### config.mk
export PLATFORM = sky130hd
export DESIGN_NAME = sar_conversion_sequencer
export DESIGN_NICKNAME = d
export VERILOG_FILES = /design/src/core/sar_seq_pkg.sv /design/src/core/sar_conversion_sequencer.sv /design/src/core/two_phase_gen.sv
export SDC_FILE = /design/constraint.sdc
export NUM_CORES = 1
export LEC_CHECK = 0
export ABC_CLOCK_PERIOD_IN_PS = 3600
export BUFFER_PORTS_ARGS = -buffer_cell sky130_fd_sc_hd__buf_4
export CORE_UTILIZATION = 45
export DETAILED_ROUTE_END_ITERATION = 7
export MAX_ROUTING_LAYER = met4
export PLACE_DENSITY_LB_ADDON = 0.1
export SETUP_SLACK_MARGIN = 0.15
export SLEW_MARGIN = 20
export SYNTH_ARGS = -nofsm -noshare
export SYNTH_HDL_FRONTEND = slang
export SYNTH_SLANG_ARGS = --single-unit
### constraint.sdc
create_clock -name sys_clk -period 3.6 [get_ports sys_clk]
set_clock_uncertainty 0.15 [all_clocks]
set_input_delay 0 -clock sys_clk [delete_from_list [all_inputs] [get_ports sys_clk]]
set_output_delay 0 -clock sys_clk [all_outputs]
set_load 0.005 [all_outputs]
### src/core/sar_seq_pkg.sv
// constants shared by the conversion sequencer and its phase generator
package sar_seq_pkg;
    localparam int RESULT_W = 8;
    localparam int CHAN_W = 3;
    localparam int NUM_CHAN = 8;
    localparam int CMD_W = 8;
    localparam int CMD_SINGLE_BIT = 7;
    localparam int CMD_CHAN_HI = 6;
    localparam int CMD_CHAN_LO = 4;
    localparam int CMD_PWR_HI = 3;
    localparam int CMD_PWR_LO = 2;
    localparam logic [1:0] PWR_DOWN_BETWEEN = 2'h0;
    localparam logic [1:0] PWR_REF_OFF_ADC_ON = 2'h1;
    localparam logic [1:0] PWR_REF_ON_ADC_OFF = 2'h2;
    localparam logic [1:0] PWR_BOTH_ON = 2'h3;
    // phase timing; clock period and acquisition time in ns, counts in sys_clk cycles
    localparam int CLK_PERIOD_NS = 40;
    localparam int ACQ_TIME_NS = 400;
    localparam int ACQ_CYCLES = (ACQ_TIME_NS + CLK_PERIOD_NS - 1) / CLK_PERIOD_NS;
    localparam int PH_CYCLES = 2;
    localparam int DEAD_CYCLES = 1;
    localparam int CNT_W = 8;
    localparam int BIT_IDX_W = 3;
    localparam logic [BIT_IDX_W-1:0] MSB_IDX = 3'h7;
    localparam logic [BIT_IDX_W-1:0] LSB_IDX = 3'h0;
    localparam logic [RESULT_W-1:0] RESULT_RST = 8'h00;
    localparam logic [CHAN_W-1:0] CHAN_RST = 3'h0;
    localparam logic [1:0] PWR_RST = 2'h0;
    typedef enum logic [2:0] {
        ST_IDLE = 3'b000,
        ST_ACQ = 3'b001,
        ST_CONV = 3'b011,
        ST_DONE = 3'b010
    } seq_state_type;
    typedef enum logic [2:0] {
        PH_IDLE = 3'b000,
        PH_ONE = 3'b001,
        PH_DEAD1 = 3'b011,
        PH_TWO = 3'b010,
        PH_DEAD2 = 3'b110
    } phase_state_type;
endpackage

### src/core/sar_conversion_sequencer.sv
// successive-approximation conversion sequencer with switch control
`timescale 1ns/100ps

// Contract
// - each result bit takes one approximation period, eight periods after acquisition.
// - conversion starts with only the top bit of the approximation register set.
// - a trial bit stays 1 when the comparator is high and is cleared otherwise.
// - a decided bit keeps its value and the next lower bit is set for trial.
// - the result register takes approximation bits 7 to 1 and the comparator level at the last decision and holds the finished result the bus master reads.
// - every conversion is an acquisition phase followed by a conversion phase.
// - acquisition grounds top plates and puts the input on bottom plates, then opens both.
// - phase one grounds all bottom plates and phase two switches trial capacitors.
// - in phase two each capacitor whose bit is set selects reference, the rest ground.
// - an eight-way channel multiplexer picks the input and results are eight bits.
// - with no conversion and no addressing, the internal clock is off, and the core is off in power modes 00 and 10.
// - command bit 7 selects single-ended when 1 and differential when 0.
// - command bits 6 to 4 select the multiplexer channel.
// - command bits 3 to 2 choose the power and reference mode.
module sar_conversion_sequencer
    import sar_seq_pkg::*;
(
    input wire logic sys_clk,
    input wire logic rst_b,
    input wire logic start_conv,
    input wire logic cmd_valid,
    input wire logic [CMD_W-1:0] cmd_byte,
    input wire logic addressed,
    input wire logic comp_out,
    output logic [RESULT_W-1:0] result,
    output logic result_valid,
    output logic busy,
    output logic conv_done,
    output logic [CHAN_W-1:0] channel_sel,
    output logic single_ended_sel,
    output logic [1:0] power_mode_sel,
    output logic top_plate_gnd,
    output logic bottom_plate_in,
    output logic [RESULT_W-1:0] cap_sel_ref,
    output logic bottom_plate_gnd,
    output logic core_power_en,
    output logic core_clk_en,
    output logic ref_power_en
);
    seq_state_type state_r;
    logic [RESULT_W-1:0] sar_r;
    logic [BIT_IDX_W-1:0] bit_idx_r;
    logic [CNT_W-1:0] acq_cnt_r;
    logic [2:0] comp_sync_r;
    logic comp_level_r;
    logic period_start;
    logic phase_one;
    logic phase_two;
    logic decide;
    logic period_busy;
    logic conv_active;

    // comparator is asynchronous to sys_clk; accept a change once stages agree
    always_ff @(posedge sys_clk or negedge rst_b)
    begin
        if (!rst_b)
        begin
            comp_sync_r <= 3'h0;
            comp_level_r <= 1'b0;
        end
        else
        begin
            comp_sync_r <= {comp_sync_r[1:0], comp_out};
            if (comp_sync_r[1] == comp_sync_r[2])
                comp_level_r <= comp_sync_r[2];
        end
    end

    // command fields; a command during a conversion is dropped, not held
    always_ff @(posedge sys_clk or negedge rst_b)
    begin
        if (!rst_b)
        begin
            single_ended_sel <= 1'b0;
            channel_sel <= CHAN_RST;
            power_mode_sel <= PWR_RST;
        end
        else if (cmd_valid && !conv_active)
        begin
            single_ended_sel <= cmd_byte[CMD_SINGLE_BIT];
            channel_sel <= cmd_byte[CMD_CHAN_HI:CMD_CHAN_LO];
            power_mode_sel <= cmd_byte[CMD_PWR_HI:CMD_PWR_LO];
        end
    end

    assign conv_active = (state_r == ST_ACQ) || (state_r == ST_CONV);
    assign period_start = (state_r == ST_CONV) && !period_busy;

    always_ff @(posedge sys_clk or negedge rst_b)
    begin
        if (!rst_b)
        begin
            state_r <= ST_IDLE;
            acq_cnt_r <= '0;
            bit_idx_r <= MSB_IDX;
        end
        else
        begin
            unique case (state_r)
                ST_IDLE, ST_DONE:
                begin
                    acq_cnt_r <= '0;
                    if (start_conv)
                        state_r <= ST_ACQ;
                end
                ST_ACQ:
                    if (acq_cnt_r == CNT_W'(ACQ_CYCLES - 1))
                    begin
                        state_r <= ST_CONV;
                        bit_idx_r <= MSB_IDX;
                    end
                    else
                        acq_cnt_r <= acq_cnt_r + 1'b1;
                ST_CONV:
                    if (decide)
                    begin
                        if (bit_idx_r == LSB_IDX)
                            state_r <= ST_DONE;
                        else
                            bit_idx_r <= bit_idx_r - 1'b1;
                    end
                default:
                    state_r <= ST_IDLE;
            endcase
        end
    end

    // approximation register
    always_ff @(posedge sys_clk or negedge rst_b)
    begin
        if (!rst_b)
            sar_r <= RESULT_RST;
        else if (state_r == ST_ACQ && acq_cnt_r == CNT_W'(ACQ_CYCLES - 1))
            sar_r <= {1'b1, {(RESULT_W-1){1'b0}}};
        else if (state_r == ST_CONV && decide)
        begin
            sar_r[bit_idx_r] <= comp_level_r;
            if (bit_idx_r != LSB_IDX)
                sar_r[bit_idx_r - 1'b1] <= 1'b1;
        end
    end

    // result register only changes when a conversion finishes
    always_ff @(posedge sys_clk or negedge rst_b)
    begin
        if (!rst_b)
        begin
            result <= RESULT_RST;
            result_valid <= 1'b0;
        end
        else if (state_r == ST_CONV && decide && bit_idx_r == LSB_IDX)
        begin
            result <= {sar_r[RESULT_W-1:1], comp_level_r};
            result_valid <= 1'b1;
        end
        else if (start_conv && !conv_active)
            result_valid <= 1'b0;
    end

    always_ff @(posedge sys_clk or negedge rst_b)
    begin
        if (!rst_b)
            conv_done <= 1'b0;
        else
            conv_done <= (state_r == ST_CONV) && decide && (bit_idx_r == LSB_IDX);
    end

    two_phase_gen u_phase (
        .sys_clk(sys_clk),
        .rst_b(rst_b),
        .period_start(period_start),
        .phase_one(phase_one),
        .phase_two(phase_two),
        .decide(decide),
        .period_busy(period_busy)
    );

    // switch drive; between acquisition and phase one all switches stay open
    always_ff @(posedge sys_clk or negedge rst_b)
    begin
        if (!rst_b)
        begin
            top_plate_gnd <= 1'b0;
            bottom_plate_in <= 1'b0;
            bottom_plate_gnd <= 1'b0;
            cap_sel_ref <= '0;
        end
        else
        begin
            top_plate_gnd <= (state_r == ST_ACQ)
                && (acq_cnt_r != CNT_W'(ACQ_CYCLES - 1));
            bottom_plate_in <= (state_r == ST_ACQ)
                && (acq_cnt_r != CNT_W'(ACQ_CYCLES - 1));
            bottom_plate_gnd <= phase_one;
            cap_sel_ref <= phase_two ? sar_r : '0;
        end
    end

    // power gating; mode 00 powers down between conversions
    assign busy = conv_active;
    assign core_power_en = conv_active || addressed
        || (power_mode_sel == PWR_REF_OFF_ADC_ON)
        || (power_mode_sel == PWR_BOTH_ON);
    assign core_clk_en = conv_active || addressed;
    assign ref_power_en = (power_mode_sel == PWR_REF_ON_ADC_OFF)
        || (power_mode_sel == PWR_BOTH_ON);
endmodule // sar_conversion_sequencer

### src/core/two_phase_gen.sv
// non-overlapping two-phase generator for one approximation period
`timescale 1ns/100ps
module two_phase_gen
    import sar_seq_pkg::*;
(
    input wire logic sys_clk,
    input wire logic rst_b,
    input wire logic period_start,
    output logic phase_one,
    output logic phase_two,
    output logic decide,
    output logic period_busy
);
    phase_state_type state_r;
    logic [CNT_W-1:0] cnt_r;

    always_ff @(posedge sys_clk or negedge rst_b)
    begin
        if (!rst_b)
        begin
            state_r <= PH_IDLE;
            cnt_r <= '0;
        end
        else
        begin
            unique case (state_r)
                PH_IDLE:
                begin
                    cnt_r <= '0;
                    if (period_start)
                        state_r <= PH_ONE;
                end
                PH_ONE:
                    if (cnt_r == CNT_W'(PH_CYCLES - 1))
                    begin
                        cnt_r <= '0;
                        state_r <= PH_DEAD1;
                    end
                    else
                        cnt_r <= cnt_r + 1'b1;
                PH_DEAD1:
                    if (cnt_r == CNT_W'(DEAD_CYCLES - 1))
                    begin
                        cnt_r <= '0;
                        state_r <= PH_TWO;
                    end
                    else
                        cnt_r <= cnt_r + 1'b1;
                PH_TWO:
                    if (cnt_r == CNT_W'(PH_CYCLES - 1))
                    begin
                        cnt_r <= '0;
                        state_r <= PH_DEAD2;
                    end
                    else
                        cnt_r <= cnt_r + 1'b1;
                PH_DEAD2:
                    if (cnt_r == CNT_W'(DEAD_CYCLES - 1))
                    begin
                        cnt_r <= '0;
                        state_r <= PH_IDLE;
                    end
                    else
                        cnt_r <= cnt_r + 1'b1;
                default:
                    state_r <= PH_IDLE;
            endcase
        end
    end

    // phases decoded from one state, so they can never be high together
    always_ff @(posedge sys_clk or negedge rst_b)
    begin
        if (!rst_b)
        begin
            phase_one <= 1'b0;
            phase_two <= 1'b0;
        end
        else
        begin
            phase_one <= (state_r == PH_IDLE && period_start)
                || (state_r == PH_ONE && cnt_r != CNT_W'(PH_CYCLES - 1));
            phase_two <= (state_r == PH_DEAD1 && cnt_r == CNT_W'(DEAD_CYCLES - 1))
                || (state_r == PH_TWO && cnt_r != CNT_W'(PH_CYCLES - 1));
        end
    end

    // comparator sampled at the close of phase two
    assign decide = (state_r == PH_TWO) && (cnt_r == CNT_W'(PH_CYCLES - 1));
    assign period_busy = (state_r != PH_IDLE);
endmodule // two_phase_gen

==> flow_summary.yaml <==
final_layout:
  finish.utilization: 0.561
  final_common_cell: "dfrtp_1"
  multi_input_area_um2: 1370
  mostFrequentLayoutCells: "61 x dfrtp_1, 43 x buf_4, 21 x nand2_1"
  seqCellArea_um2: 1610
  diodes: 0
  synthToLayoutAreaGrowth_pct: 20.9
  layout.nets: 373
  fillerInstances: 607
  layout-drive-gt1-share: 0.227
global_routing:
  grt_pass1_vias: 2226
  grt_max_degree: 65
  grt_first_pass_wirelength_mm: 10.1
  antenna_found_initial: 0
  grt_usage: 0.182
  grt-ovfl-total: 0
power:
  ir_drop_mv: 0.435
  power_frac_seq: 0.416
  leakagePower_uw: 0.00173
  cellInternalPower_uw: 1730
  swShare: 0.346
  power_switching_uw: 913
  power_density_nw_per_um2: 698
  p_clk_frac: 0.261
  comb_power_share: 0.323
timing:
  rsz0062_at_grt: "no"
  final-hold-violation-count: 0
  setup-tns-final_ns: 0
  fin_crit_ns: 2.59
  setup_viol: 0
  max_freq_mhz: 386
  tightest_slew_ns: 0.772
  finalCritPeriodShare: 0.719
  timing.hold.ws_ns: 0.103
  relSlewSlack: 0.486
  slew_violations: 0
cts:
  clock_path_buffers: 2
  worst_skew_pair.late_latency_ns: 0.33
  root_buffer: "clkbuf_8"
  h-tree-depth: 3
  clk_pin_slew_ns: 0.07
  tritoncts: "done"
  cts_buffers: 9
  clkSinkCount: 64
synthesis:
  ys_ff_latch: 64
  synth_compound_area_frac: 0.101
  netlist_instances: 306
  async_flop_share: 1.00
  synth.distinct_cells: 46
  synth_top_family_by_area: "simple AND/OR/NAND/NOR gates"
  synthFlopType: "dfrtp_1"
  synth-seq-area-share: 0.513
  muxShareOfSynthArea: 0.0631
  synth-xor-area-share: 0.0196
  synth_adder_area_share: 0.0312
  syn_area_um2: 3130
  yosys_warnings: 0
  synth_edf_count: 0
  syn_nets: 327
  synthSimpleGateAreaFrac: 0.221
  syn_area_per_cell_um2: 10.2
critical_path:
  crit_path_end_kind: "flop"
  worstPathMaxFanout: 11
  critPathArrivalTime_ns: 2.66
  crit_type: "flop to flop"
  crit_required_ns: 3.67
  critPathLaunchType: "flop"
floorplanning:
  ios: 45
  design.core.area_um2: 6760
  start_util: 0.464
  fp.dieArea_um2: 7300
  die_w_um: 85.4
  num_rows: 30
  die_y_um: 85.4
detailed_routing:
  via_per_inst: 5.36
  wl_per_cell_um: 13.7
  dr.pass1.iters: 4
  drc: 0
  vias: 2344
  antenna_left: 0
  wl_mm: 6.00
  drtIter0Drc: 92
placed_design:
  routabilityCongestion: 0.892
  io_buffers: 42
  dpl.hpwl_mm: 4.02
flow_run:
  cap_violations: 0
status:
  outcome: "complete, no violations"
hold_path:
  hold_class: "primary input to flop"
[worst max-delay path: stages (launching register included)]
cell and delay [ns]:
dfrtp_1 0.49, nor3b_2 0.39, and4_1 0.49, and3b_1 0.55, mux2_2 0.40
[synth_stat cells, drive strengths merged, types with 6 or more instances]
master / count / area share
a211oi: 9 / 0.022
a21oi: 7 / 0.011
ha: 7 / 0.028
nor2: 18 / 0.022
mux2: 14 / 0.050
inv: 19 / 0.023
and2: 17 / 0.034
nor4: 9 / 0.023
nand2: 21 / 0.025
dfrtp: 61 / 0.49
nand3: 19 / 0.030
and3: 6 / 0.012
o211ai: 9 / 0.022
nand2b: 8 / 0.016
o21ai: 12 / 0.019
clkbuf: 12 / 0.014
or3: 8 / 0.016
[state kept, by name, summed over array words and instances (netlist names), 2 cells and up]
name / flops
sar_r: 8
u_phase.cnt_r: 8
result: 8
channel_sel: 3
bit_idx_r: 3
u_phase.state_r: 3
acq_cnt_r: 8
state_r: 2
power_mode_sel: 2
comp_sync_r: 3
cap_sel_ref: 8
[metal layers]
| layer | share of wire | GRT usage | up-vias |
|---|---|---|---|
| met2 | 0.46 | 0.283 | 50 |
| met3 | 0.038 | 0.0302 | 10 |
| met5 | 0 | - | - |
| met1 | 0.49 | 0.233 | 1112 |
| li1 | - | - | 1172 |
| met4 | 0.013 | 0.0894 | 0 |
[power groups by stage]
| stage | Sequential [uW] | Combinational (uW) | Clock, uW |
|---|---|---|---|
| 2_1_floorplan | 1030 | 618 | 0 |
| 3_3_place_gp | 1110 | 835 | 0 |
| 3_5_place_dp | 1120 | 847 | 0 |
| 4_1_cts | 1100 | 859 | 713 |
| 5_1_grt | 1140 | 954 | 743 |
| 6_report | 1100 | 852 | 690 |
[final cells by class]
cell class | count | share of cell area
Clock buffer | 10 | 0.0363
Sequential cell | 64 | 0.424
Multi-Input combinational cell | 206 | 0.361
Clock inverter | 6 | 0.0244
Timing Repair Buffer | 52 | 0.109
Tap cell | 80 | 0.0264
Inverter | 19 | 0.0188
[path summary, 6_finish.rpt]
path | start | endpoint | slack [ns] | depth (start not counted)
min reg2reg | u_phase.phase_one$_DFF_PN0_ | bottom_plate_gnd$_DFF_PN0_ | 0.20 | 0
min | cmd_valid | power_mode_sel[1]$_DFFE_PN0P_ | 0.10 | 3
max reg2reg | u_phase.state_r[0]$_DFFE_PN0P_ | result[1]$_DFFE_PN0P_ | 1.01 | 4
max in group asynchronous | rst_b | acq_cnt_r[5]$_DFFE_PN0P_ | 2.66 | 2
min in group asynchronous | rst_b | cap_sel_ref[6]$_DFF_PN0_ | 0.13 | 2
max | u_phase.state_r[0]$_DFFE_PN0P_ | result[1]$_DFFE_PN0P_ | 1.01 | 4
[stage by stage]
stage	area [um^2]	setup WS [ns]	std cells	power (uW)
final	3790	1.01	437	2640
after global routing	3790	0.858	437	2830
after CTS	3790	1.02	437	2670
after detailed placement	3470	1.03	412	1960
after global placement	3470	1.07	412	1940
after floorplan	3130	1.25	306	1650
[cells by family (layout without fill, tap and decap cells)]
kind of cell             count (synthesis)  in the layout
flip-flops                              64             64
adder cells (fa/ha/maj)                  8              8
XOR/XNOR                                 7              7
buffers and inverters                   36             87
AO/OA/AOI/OAI                           48             48
multiplexers                            18             18
AND/OR/NAND/NOR                        125            125
[repair_timing]
action	4_1_cts	5_1_grt
setup endpoints to repair	0	0
buffers inserted	0	0
resized for setup	0	0
hold endpoints to repair	71	0
hold buffers	9	0
Note: power is estimated with default switching activity, not from simulation.
